File: config.mk
export PLATFORM = sky130hd
export DESIGN_NAME = hpif_port
export DESIGN_NICKNAME = d
export VERILOG_FILES = /design/src/inc/hpif_pkg.sv /design/src/core/hpif_port.sv
export SDC_FILE = /design/constraint.sdc
export NUM_CORES = 1
export LEC_CHECK = 0
export BUFFER_PORTS_ARGS = -buffer_cell sky130_fd_sc_hd__buf_4
export CORE_MARGIN = 3
export CORE_UTILIZATION = 58
export DETAILED_ROUTE_END_ITERATION = 7
export GPL_ROUTABILITY_DRIVEN = 0
export PLACE_DENSITY = 0.8
export SLEW_MARGIN = 10
export SYNTH_ARGS = -nofsm -noshare
export SYNTH_HDL_FRONTEND = slang
export SYNTH_SLANG_ARGS = --single-unit
File: constraint.sdc
create_clock -name mclk -period 5.2 [get_ports mclk]
set_input_delay 0 -clock mclk [delete_from_list [all_inputs] [get_ports mclk]]
set_output_delay 0 -clock mclk [all_outputs]
set_load 0.1 [all_outputs]
File: src/inc/hpif_pkg.sv
// constants, types and request carrier for the host port block
package hpif_pkg;

	// ==========================================================
	// access-select codes
	localparam logic [1:0] SEL_CONTROL   = 2'h0;
	localparam logic [1:0] SEL_POINTER   = 2'h1;
	localparam logic [1:0] SEL_DATA_AUTO = 2'h2;
	localparam logic [1:0] SEL_DATA_FIX  = 2'h3;

	// ==========================================================
	// addressing
	localparam int          ADDR_W      = 32;
	localparam int          DATA_W      = 32;
	localparam int          HALF_W      = 16;
	localparam logic [31:0] ADDR_STEP   = 32'h0000_0004;
	localparam logic [31:0] PTR_RESET   = 32'h0000_0000;
	localparam logic [1:0]  LSB_WORD    = 2'h0;
	localparam logic [1:0]  LSB_HALF_HI = 2'h2;
	localparam logic [1:0]  LSB_HALF_LO = 2'h0;

	// ==========================================================
	// control register bit positions
	localparam int BIT_ORDER    = 0;
	localparam int BIT_DSP_IRQ  = 1;
	localparam int BIT_HOST_IRQ = 2;
	localparam int BIT_BUSY     = 3;
	localparam int BIT_WIDE     = 4;

	// ==========================================================
	// buffering
	localparam int FIFO_DEPTH = 4;

	// ==========================================================
	// read state
	typedef enum logic [1:0]
	{
		RD_IDLE  = 2'b00,
		RD_WAIT  = 2'b01,
		RD_READY = 2'b10
	} hpif_rd_e;

	// internal memory request
	typedef struct packed
	{
		logic [ADDR_W-1:0] addr;
		logic [DATA_W-1:0] wdata;
		logic              write;
		logic [1:0]        lsb;
	} hpif_req_s;

	localparam int REQ_W = $bits(hpif_req_s);

endpackage : hpif_pkg

File: src/core/hpif_port.sv
// host port block: pin side, pointers, halfword merging and request FIFO
// ==========================================================
`timescale 1ns/1ps

// ==========================================================
// request FIFO
module hpif_fifo #(
	parameter int WIDTH = 8,
	parameter int DEPTH = 4
) (
	// clock and reset
	input  wire logic             mclk,
	input  wire logic             srst,
	// fill side
	input  wire logic             inValid,
	output logic                  inReady,
	input  wire logic [WIDTH-1:0] inData,
	// drain side
	output logic                  outValid,
	input  wire logic             outReady,
	output logic      [WIDTH-1:0] outData
);
	localparam int PW = (DEPTH > 1) ? $clog2(DEPTH) : 1;
	localparam int CW = $clog2(DEPTH + 1);
	localparam logic [CW-1:0] FULL = CW'(DEPTH);
	localparam logic [PW-1:0] LAST = PW'(DEPTH - 1);

	logic [WIDTH-1:0] store [DEPTH];
	logic [PW-1:0]    wrPtr_r;
	logic [PW-1:0]    rdPtr_r;
	logic [CW-1:0]    count_r;
	logic             push;
	logic             pop;

	assign push    = inValid && inReady;
	assign pop     = outValid && outReady;
	assign inReady = (count_r != FULL);
	assign outValid = (count_r != '0);
	assign outData = store[rdPtr_r];

	always_ff @(posedge mclk)
	begin
		if (push)
			store[wrPtr_r] <= inData;
	end

	always_ff @(posedge mclk)
	begin
		if (srst)
		begin
			wrPtr_r <= '0;
			rdPtr_r <= '0;
			count_r <= '0;
		end
		else
		begin
			if (push)
				wrPtr_r <= (wrPtr_r == LAST) ? '0 : wrPtr_r + 1'b1;
			if (pop)
				rdPtr_r <= (rdPtr_r == LAST) ? '0 : rdPtr_r + 1'b1;
			if (push && !pop)
				count_r <= count_r + 1'b1;
			else if (pop && !push)
				count_r <= count_r - 1'b1;
		end
	end

endmodule : hpif_fifo

// ==========================================================
// top
module hpif_port
	import hpif_pkg::*;
#(
	parameter int DEPTH = FIFO_DEPTH
) (
	// clock and reset
	input  wire logic              mclk,
	input  wire logic              srst,
	// configuration straps
	input  wire logic              widePortStrap,
	input  wire logic              littleEndianStrap,
	// host pins
	input  wire logic [DATA_W-1:0] hostDataIn,
	output logic      [DATA_W-1:0] hostDataOut,
	output logic                   hostDataOeLow,
	output logic                   hostDataOeHigh,
	input  wire logic [1:0]        accessSelect,
	input  wire logic              halfwordIdent,
	input  wire logic              readNotWrite,
	input  wire logic              portSelectN,
	input  wire logic              dataStrobeAN,
	input  wire logic              dataStrobeBN,
	input  wire logic              addrStrobeN,
	output logic                   portNotReady,
	output logic                   hostIrqN,
	// internal memory side
	output logic                   memReqValid,
	input  wire logic              memReqReady,
	output hpif_req_s              memReq,
	input  wire logic              memRdValid,
	input  wire logic [DATA_W-1:0] memRdData,
	// DSP CPU side
	input  wire logic              cpuPtrWrEn,
	input  wire logic              cpuPtrSelRead,
	input  wire logic [ADDR_W-1:0] cpuPtrData,
	input  wire logic              cpuHostIrqSet,
	output logic      [ADDR_W-1:0] writeAddressPointer,
	output logic      [ADDR_W-1:0] readAddressPointer,
	output logic                   halfwordOrder,
	output logic                   widePortMode,
	output logic                   dspIrq
);
	function automatic logic [DATA_W-1:0] joinHalves(
		input logic [HALF_W-1:0] first,
		input logic [HALF_W-1:0] second,
		input logic              order
	);
		// order 0: first is most significant
		return order ? {second, first} : {first, second};
	endfunction : joinHalves

	function automatic logic [HALF_W-1:0] pickHalf(
		input logic [DATA_W-1:0] word,
		input logic              second,
		input logic              order
	);
		return (second ^ order) ? word[HALF_W-1:0] : word[DATA_W-1:HALF_W];
	endfunction : pickHalf

	// ==========================================================
	// strobe synchronisers
	logic csS1_r, csS2_r, dsaS1_r, dsaS2_r, dsbS1_r, dsbS2_r, asS1_r, asS2_r;
	logic strobeLast_r;
	logic asLast_r;
	logic strobeNow;
	logic strobeFall;
	logic strobeRise;
	logic asFall;
	logic rawStrobe;

	always_ff @(posedge mclk)
	begin
		csS1_r  <= portSelectN;
		csS2_r  <= csS1_r;
		dsaS1_r <= dataStrobeAN;
		dsaS2_r <= dsaS1_r;
		dsbS1_r <= dataStrobeBN;
		dsbS2_r <= dsbS1_r;
		asS1_r  <= addrStrobeN;
		asS2_r  <= asS1_r;
	end

	assign strobeNow = !csS2_r && (dsaS2_r ^ dsbS2_r);
	assign rawStrobe = !portSelectN && (dataStrobeAN ^ dataStrobeBN);
	assign strobeFall = strobeNow && !strobeLast_r;
	assign strobeRise = !strobeNow && strobeLast_r;
	assign asFall = !asS2_r && asLast_r;

	always_ff @(posedge mclk)
	begin
		if (srst)
		begin
			strobeLast_r <= 1'b0;
			asLast_r     <= 1'b1;
		end
		else
		begin
			strobeLast_r <= strobeNow;
			asLast_r     <= asS2_r;
		end
	end

	// ==========================================================
	// width strap and control latching
	logic       wide_r;
	logic       byAs_r;
	logic [1:0] selLat_r;
	logic       identLat_r;
	logic       rnwLat_r;
	logic [1:0] curSel;
	logic       curIdent;
	logic       curRnw;
	logic       curFirst;
	logic       curLast;

	always_ff @(posedge mclk)
	begin
		if (srst)
			wide_r <= widePortStrap;
	end

	// latch on address or strobe fall
	always_ff @(posedge mclk)
	begin
		if (srst)
		begin
			byAs_r     <= 1'b0;
			selLat_r   <= SEL_CONTROL;
			identLat_r <= 1'b0;
			rnwLat_r   <= 1'b1;
		end
		else if (asFall)
		begin
			byAs_r     <= 1'b1;
			selLat_r   <= accessSelect;
			identLat_r <= halfwordIdent;
			rnwLat_r   <= readNotWrite;
		end
		else if (strobeFall && !byAs_r)
		begin
			selLat_r   <= accessSelect;
			identLat_r <= halfwordIdent;
			rnwLat_r   <= readNotWrite;
		end
		else if (strobeRise)
			byAs_r <= 1'b0;
	end

	assign curSel   = (byAs_r || !strobeFall) ? selLat_r : accessSelect;
	assign curIdent = (byAs_r || !strobeFall) ? identLat_r : halfwordIdent;
	assign curRnw   = (byAs_r || !strobeFall) ? rnwLat_r : readNotWrite;
	assign curFirst = wide_r || !curIdent;
	assign curLast  = wide_r || curIdent;

	// ==========================================================
	// write data capture and halfword merge
	logic [DATA_W-1:0] wrData_r;
	logic [HALF_W-1:0] firstHalf_r;
	logic [DATA_W-1:0] wrWord;
	logic              hostWrite;
	logic              dataSel;

	// raw pins sampled while strobe open, consumed at synchronised rise
	always_ff @(posedge mclk)
	begin
		if (rawStrobe)
			wrData_r <= hostDataIn;
	end

	assign hostWrite = strobeRise && !curRnw;
	assign dataSel   = curSel[1];

	always_ff @(posedge mclk)
	begin
		if (hostWrite && !wide_r && !curIdent)
			firstHalf_r <= wrData_r[HALF_W-1:0];
	end

	assign wrWord = wide_r ? wrData_r
		: joinHalves(firstHalf_r, wrData_r[HALF_W-1:0], halfwordOrder);

	// ==========================================================
	// request path
	hpif_req_s reqIn;
	logic      reqValid;
	logic      reqReady;
	logic      wrEnq;
	logic      rdEnq;
	hpif_rd_e  rdState_r;

	assign wrEnq = hostWrite && dataSel && curLast;
	assign rdEnq = strobeFall && curRnw && dataSel && curFirst;
	assign reqValid = wrEnq || rdEnq;

	always_comb
	begin
		reqIn.addr  = wrEnq ? writeAddressPointer : readAddressPointer;
		reqIn.wdata = wrWord;
		reqIn.write = wrEnq;
		reqIn.lsb   = LSB_WORD;
	end

	hpif_fifo #(
		.WIDTH (REQ_W),
		.DEPTH (DEPTH)
	) reqFifo (
		.mclk     (mclk),
		.srst     (srst),
		.inValid  (reqValid),
		.inReady  (reqReady),
		.inData   (reqIn),
		.outValid (memReqValid),
		.outReady (memReqReady),
		.outData  (memReq)
	);

	// ==========================================================
	// read word tracking
	logic [DATA_W-1:0] rdWord_r;
	logic [DATA_W-1:0] ctlWord;
	logic              busy;

	assign busy = (rdState_r == RD_WAIT) || !reqReady;

	always_comb
	begin
		ctlWord               = '0;
		ctlWord[BIT_ORDER]    = halfwordOrder;
		ctlWord[BIT_HOST_IRQ] = !hostIrqN;
		ctlWord[BIT_BUSY]     = busy;
		ctlWord[BIT_WIDE]     = wide_r;
	end

	always_ff @(posedge mclk)
	begin
		if (srst)
			rdState_r <= RD_IDLE;
		else
		begin
			case (rdState_r)
				RD_IDLE, RD_READY:
				begin
					if (rdEnq && reqReady)
						rdState_r <= RD_WAIT;
				end
				RD_WAIT:
				begin
					if (memRdValid)
						rdState_r <= RD_READY;
				end
				default:
					rdState_r <= RD_IDLE;
			endcase
		end
	end

	always_ff @(posedge mclk)
	begin
		if (rdState_r == RD_WAIT && memRdValid)
			rdWord_r <= memRdData;
		else if (strobeFall && curRnw && !dataSel && curFirst)
			rdWord_r <= (curSel == SEL_CONTROL) ? ctlWord : readAddressPointer;
	end

	// ==========================================================
	// pointers
	logic [HALF_W-1:0] ptrFirst_r;
	logic [ADDR_W-1:0] ptrWord;

	always_ff @(posedge mclk)
	begin
		if (hostWrite && curSel == SEL_POINTER && !wide_r && !curIdent)
			ptrFirst_r <= wrData_r[HALF_W-1:0];
	end

	assign ptrWord = wide_r ? wrData_r
		: joinHalves(ptrFirst_r, wrData_r[HALF_W-1:0], halfwordOrder);

	always_ff @(posedge mclk)
	begin
		if (srst)
		begin
			writeAddressPointer <= PTR_RESET;
			readAddressPointer  <= PTR_RESET;
		end
		else if (hostWrite && curSel == SEL_POINTER && curLast)
		begin
			writeAddressPointer <= ptrWord;
			readAddressPointer  <= ptrWord;
		end
		else
		begin
			if (wrEnq && reqReady && curSel == SEL_DATA_AUTO)
				writeAddressPointer <= writeAddressPointer + ADDR_STEP;
			else if (cpuPtrWrEn && !cpuPtrSelRead)
				writeAddressPointer <= cpuPtrData;
			if (strobeRise && curRnw && curLast && curSel == SEL_DATA_AUTO)
				readAddressPointer <= readAddressPointer + ADDR_STEP;
			else if (cpuPtrWrEn && cpuPtrSelRead)
				readAddressPointer <= cpuPtrData;
		end
	end

	// ==========================================================
	// control bits and interrupts
	logic ctlWrite;

	assign ctlWrite = hostWrite && curSel == SEL_CONTROL;

	always_ff @(posedge mclk)
	begin
		if (srst)
		begin
			halfwordOrder <= 1'b0;
			dspIrq        <= 1'b0;
			hostIrqN      <= 1'b1;
		end
		else
		begin
			if (ctlWrite)
				halfwordOrder <= wrData_r[BIT_ORDER];
			dspIrq <= ctlWrite && wrData_r[BIT_DSP_IRQ];
			// DSP sets, host writes one to clear; set wins
			if (cpuHostIrqSet)
				hostIrqN <= 1'b0;
			else if (ctlWrite && wrData_r[BIT_HOST_IRQ])
				hostIrqN <= 1'b1;
		end
	end

	// ==========================================================
	// pin outputs
	logic driveNow;

	assign driveNow = rawStrobe && readNotWrite && (rdState_r != RD_WAIT);

	always_ff @(posedge mclk)
	begin
		if (srst)
		begin
			hostDataOut    <= '0;
			hostDataOeLow  <= 1'b0;
			hostDataOeHigh <= 1'b0;
			portNotReady   <= 1'b0;
			// follow the strap so the width flag never steps at release
			widePortMode   <= widePortStrap;
		end
		else
		begin
			widePortMode <= wide_r;
			hostDataOut <= wide_r ? rdWord_r
				: {{HALF_W{1'b0}}, pickHalf(rdWord_r, identLat_r, halfwordOrder)};
			hostDataOeLow  <= driveNow;
			hostDataOeHigh <= driveNow && wide_r;
			portNotReady <= !portSelectN && busy;
		end
	end

endmodule : hpif_port

## Word-level counts from Yosys, hierarchy flattened

Memory sizes are Yosys's and may differ from the RTL's. A register that Yosys moved wholly into a read port is not among the register bits.
Cells that the tools add are included.

| storage, ports and cells | value |
|---|---|
| memories | 1 |
| input bits | 113 |
| output and inout bits | 171 |
| bits in registers | 223 |
| RAM bits | 260 |

| operators by class | value |
|---|---|
| equality and inequality tests | 11 |
| reductions and logical operators | 75 |
| bitwise operators | 4 |
| multiplexer cells | 41 |
| add/sub/neg operators | 6 |

Memories:

| memory | depth | width | rd ports | clocked after Yosys merged registers in | write ports | RTL line | RTL |
|---|---|---|---|---|---|---|---|
| reqFifo.store | 4 | 65 | 1 | 1 | 1 | hpif_port.sv:28 | `logic [WIDTH-1:0] store [DEPTH];` |

Operators with widths:

| operator | count |
|---|---|
| 2-to-1 mux 32 bit | 14 |
| adder 32 x 3 -> 32 bit (second input constant) | 2 |
| logical AND 1 bit | 40 |
| 2-to-1 mux 16 bit | 2 |
| 2-to-1 mux 2 bit | 9 |
| logical NOT 1 bit | 16 |
| 2-to-1 mux 1 bit | 13 |
| nonzero test 2 bit | 5 |
| nonzero test 3 bit | 3 |
| == test 2 bit (second input constant) | 4 |
| 2-to-1 mux 3 bit | 2 |
| inequality test 2 bit (second input constant) | 3 |
| logical OR 1 bit | 5 |
| adder 2 x 1 -> 2 bit (second input constant) | 2 |
| == test 2 x 1 -> 1 bit (second input constant) | 2 |
| logical NOT 2 bit | 2 |
| one-hot mux 2 bit (2 select lines) | 1 |
| AND reduction 2 bit | 2 |
| OR reduction 2 bit | 2 |
| adder 3 x 1 -> 3 bit (second input constant) | 1 |
| inequality test 3 bit (second input constant) | 1 |
| subtractor 3 x 1 -> 3 bit (second input constant) | 1 |
| bitwise XOR 1 bit | 3 |
| inequality test 2 x 1 -> 1 bit (second input constant) | 1 |
| inverter 1 bit | 1 |

## Logic depth before layout (Yosys ltp)

| depth | value |
|---|---|
| depth after elaboration | 16 |
| depth in mapped cells | 10 |

## By module

A second synthesis with hierarchy kept.

| second synthesis, totals | value |
|---|---|
| cell total of the unflattened synthesis | 1631 |
| area total of the unflattened synthesis | 20962.6 µm² |

By module, submodules not included:

| module | area each (µm²) | cells an instance | instances |
|---|---|---|---|
| hpif_port | 10811.6 | 1233 | 1 |
| hpif_fifo | 10151.0 | 398 | 1 |

## Worst setup path after synthesis

No wires, ideal clock.

| timing path | value |
|---|---|
| path type | register to register |
| start | register, netlist name widePortMode |
| end | register rdWord_r[0] (enable) |
| buffers on the path | 0 |
| slack | 0.878 ns |
| period minus slack after synthesis | 4.322 ns |
| cell stages (with the launch flop) | 5 |
| arrival | 3.857 ns |
| library setup time | 0.466 ns |
| cell sequence | edfxtp_1 nand2b_1 nand3b_1 a211o_1 o21ai_0 |

RTL lines:

| what | RTL line | RTL |
|---|---|---|
| to (signal assigned) | hpif_port.sv:331 | `rdWord_r <= memRdData;` |
| to (signal assigned) | hpif_port.sv:333 | `rdWord_r <= (curSel == SEL_CONTROL) ? ctlWord : readAddressPointer;` |
| to (decl) | hpif_port.sv:290 | `logic [DATA_W-1:0] rdWord_r;` |

## Worst setup path in the final report

| timing path | value |
|---|---|
| start | register byAs_r |
| end | register readAddressPointer[15] |

| between the ends | value |
|---|---|
| word-level cells in the longest chain between the ends | 7 |
| elaborated cells on any way between the ends | 17 |
| classes of those cells | eq/ne: 2; mux: 5; reduce/logical: 10 |

Ends and longest elaborated chain:

| what | RTL line | RTL |
|---|---|---|
| from (decl) | hpif_port.sv:177 | `logic byAs_r;` |
| from (signal assigned) | hpif_port.sv:198 | `byAs_r <= 1'b0;` |
| from (signal assigned) | hpif_port.sv:205 | `byAs_r <= 1'b1;` |
| from (signal assigned) | hpif_port.sv:217 | `byAs_r <= 1'b0;` |
| logical OR 1 bit * | hpif_port.sv:220, hpif_port.sv:221, hpif_port.sv:222 |  |
| 2-to-1 mux 1 bit, on equally long branches | hpif_port.sv:222, hpif_port.sv:221 |  |
| logical AND 1 bit (tied with other cells) | hpif_port.sv:368 | `if (strobeRise && curRnw && curLast && curSel == SEL_DATA_AUTO)` |
| logical AND 1 bit, on equally long branches | hpif_port.sv:368, hpif_port.sv:241 |  |
| logical AND 1 bit, on equally long branches | hpif_port.sv:368, hpif_port.sv:357 |  |
| 2-to-1 mux 32 bit / logical AND 1 bit (equally long branches) | hpif_port.sv:368, hpif_port.sv:357 |  |
| 2-to-1 mux 32 bit / nonzero test 3 bit (equally long branches) | - |  |
| to (signal assigned) | hpif_port.sv:360 | `readAddressPointer <= ptrWord;` |
| to (signal assigned) | hpif_port.sv:369 | `readAddressPointer <= readAddressPointer + ADDR_STEP;` |
| to (signal assigned) | hpif_port.sv:371 | `readAddressPointer <= cpuPtrData;` |
| to (decl) | hpif_port.sv:109 | `output logic [ADDR_W-1:0] readAddressPointer,` |

Mark *: on every way between the ends. The rest lies on a longest branch, timed or not.
A chain may end at the register's enable or synchronous reset.

==> flow_metrics.env <==
export IMPL_clkLatencyLatePin_ns=0.56
export IMPL_start_util=0.594
export IMPL_yosys_area_top_type="edfxtp_1"
export IMPL_numPortBuffers=280
export IMPL_drc=0
export IMPL_overflow=0
export IMPL_htreeDepth=2
export IMPL_fin_setup_tns_ns=0
export IMPL_grt_max_degree=61
export IMPL_ys_ff_latch=485
export IMPL_fp_coreArea_sq_mm=0.0348
export IMPL_hold_viol=0
export IMPL_period_share=0.653
export IMPL_track_usage=0.318
export IMPL_crit_slowest_cell="nand2_1"
export IMPL_ctsHoldBuffers=109
export IMPL_utilization=0.742
export IMPL_p_leak_nw=9.36
export IMPL_final_setup_skew_ns=0.0114
export IMPL_dpl_hpwl_mm=39.4
export IMPL_synth_area_sq_mm=0.0207
export IMPL_syn_inst=1570
export IMPL_cp_start_kind="flop"
export IMPL_ys_flop_type="edfxtp_1"
export IMPL_cts_buffers=47
export IMPL_syn_to_final_growth_pct=24.9
export IMPL_vdd_drop_max_mv=0.507
export IMPL_max_cap_viol_count=0
export IMPL_drt_total_wl_mm=61.6
export IMPL_die_h_um=195
export IMPL_yosysMostFrequentCell="edfxtp_1"
export IMPL_ant_nets=0
export IMPL_rows=68
export IMPL_post_place_ws_ns=1.98
export IMPL_vias_per_cell=6.36
export IMPL_cts_setup_buffers=0
export IMPL_postCtsResizedCells=0
export IMPL_ys_warn_count=0
export IMPL_cts_buffer_depth=3
export IMPL_first_pass_iters=7
export IMPL_synth_edf_count=357
export IMPL_root_buffer="clkbuf_16"
export IMPL_grt_pass1_vias=15300
export IMPL_final_fill_count=2081
export IMPL_finalSetupViolCount=0
export IMPL_path_cells="or3_1, o211ai_1, a31o_2, nand2_1, nor2_1, a311oi_1"
export IMPL_cts_sinks=485
export IMPL_clk_pin_slew_ns=0.06
export IMPL_cp_required_ns=5.61
export IMPL_ys_types=69
export IMPL_drtIter0Drc=1940
export IMPL_p_per_area_mw_per_mm2=418
export IMPL_min_period_ns=3.40
export IMPL_synth_area_leaders="edfxtp_1 52%, dfxtp_1 12%, mux4_2 7.1%"
export IMPL_fin_ws_ns=1.80
export IMPL_cp_slowest_stage_delay_ns=1.00
export IMPL_nets=2062
export IMPL_drive_gt1_frac=0.257
export IMPL_synth_top_area_share=0.519
export IMPL_yosysSeqAreaShare=0.643
export IMPL_dieArea_sq_mm=0.0379
export IMPL_grt_pass1_wl_mm=92.4
export IMPL_synth_common_cells="357 x edfxtp_1, 204 x nand2_1, 128 x dfxtp_1"
export IMPL_crit_fanout=35
export IMPL_async_reset_ff_frac=0
export IMPL_cp_end_kind="flop"
export IMPL_critPathBufInv=0
export IMPL_vias=15500
export IMPL_fmax_mhz=294
export IMPL_antenna_found_initial=1
export IMPL_wl_per_cell_um=25.3
export IMPL_cts_tree="yes"
export IMPL_syn_avg_cell_area_sq_um=13.2
export IMPL_status="complete, no violations"
export IMPL_crit_arrival_ns=3.80
export IMPL_rsz0062_at_grt="no"
export IMPL_ios=284
export IMPL_tightest_slew_ns=1.33
export IMPL_crit_family="simple AND/OR/NAND/NOR gates"
export IMPL_drv_slew=0
export IMPL_slew_headroom=0.110
export IMPL_finalPower_mw=10.8
export IMPL_fp_dieW_um=195
export IMPL_hp_class="primary input to flop"
export IMPL_criticalPathCategory="flop to flop"
-- registers in the layout, indices dropped and copies added (netlist names), 2 cells and up, named ones only --
signal / flops
readAddressPointer: 32
selLat_r: 2
firstHalf_r: 16
reqFifo.rdPtr_r: 2
wrData_r: 32
writeAddressPointer: 32
hostDataOut: 32
reqFifo.count_r: 3
rdWord_r: 32
ptrFirst_r: 16
rdState_r: 2
reqFifo.wrPtr_r: 2
reqFifo.store: 260
-- cell usage in the layout, fill, tap and decap left out, types with 22 or more instances in the layout --
cell and instances:
clkbuf_16 49, dlygate4sd3_1 109, a311oi_1 31, nand3_1 22, mux4_2 65, and2_1 23
nor2_1 111, nand2b_1 39, dfxtp_1 126, a211oi_1 25, buf_4 304, nand2_1 204
xnor2_1 37, mux2i_1 26, o21ai_0 95, edfxtp_1 357, mux2_2 31, a21oi_1 97
-- routing by layer --
layer | wire (um) | global-route usage | vias to the layer above
met5 | 0 | 0 | -
met4 | 3880 | 0.161 | 0
met3 | 6720 | 0.0671 | 226
met2 | 29000 | 0.509 | 1112
met1 | 22000 | 0.417 | 7551
li1 | - | - | 6586
-- worst paths after layout --
path	endpoint	slack (ns)	start	cells past startpoint
worst min-delay path	asS1_r	0.09	addrStrobeN	2
worst min register to register	csS2_r	0.33	csS1_r	0
worst max register to register	readAddressPointer[15]	1.80	byAs_r	6
worst max-delay path	readAddressPointer[15]	1.80	byAs_r	6
-- cell type report --
cell class                      instances  area (sq um)  share of cell area
Tap cell                              455           569              0.0220
Clock inverter                         22           209             0.00809
Inverter                               14          52.6             0.00204
Sequential cell                       485         13300               0.515
Multi-Input combinational cell        977          6940               0.269
Clock buffer                           65          1350              0.0522
Timing Repair Buffer                  415          3410               0.132
Antenna cell                            1          2.50           0.0000969
-- kinds of logic (layout without fill, tap and decap cells) --
family,count (synthesis),after routing,synth area share
simple gates,507,507,0.121
flops,485,485,0.643
compound gates,285,285,0.0848
mux,122,122,0.100
buf+inv,109,516,0.0235
xor+xnor,52,52,0.0220
fa+ha+maj,9,9,0.00581
other cells,1,3,0.000181
-- power by group --
group          internal [mW]  total [mW]  switching, mW
registers               4.31        4.56          0.244
logic                  0.759        2.81           2.05
clock network           1.97        3.43           1.46
total                   7.04        10.8           3.75
-- through the flow --
step / hold slack [ns] / cells / cell area [sq um]
after floorplan: 0.0277 / 1571 / 20700
after global placement: 0.105 / 2237 / 23200
after detailed placement: 0.106 / 2237 / 23200
after CTS: 0.0874 / 2433 / 25800
after global routing: 0.0991 / 2434 / 25800
final: 0.0933 / 2434 / 25800
-- worst reg2reg max path, stage by stage, from the launching register on --
cell and delay, ns:
dfxtp_1 0.34, or3_1 0.41, o211ai_1 0.27, a31o_2 0.75, nand2_1 1.00, nor2_1 0.39, a311oi_1 0.09
No activity file was read; power rests on OpenSTA's default activity.
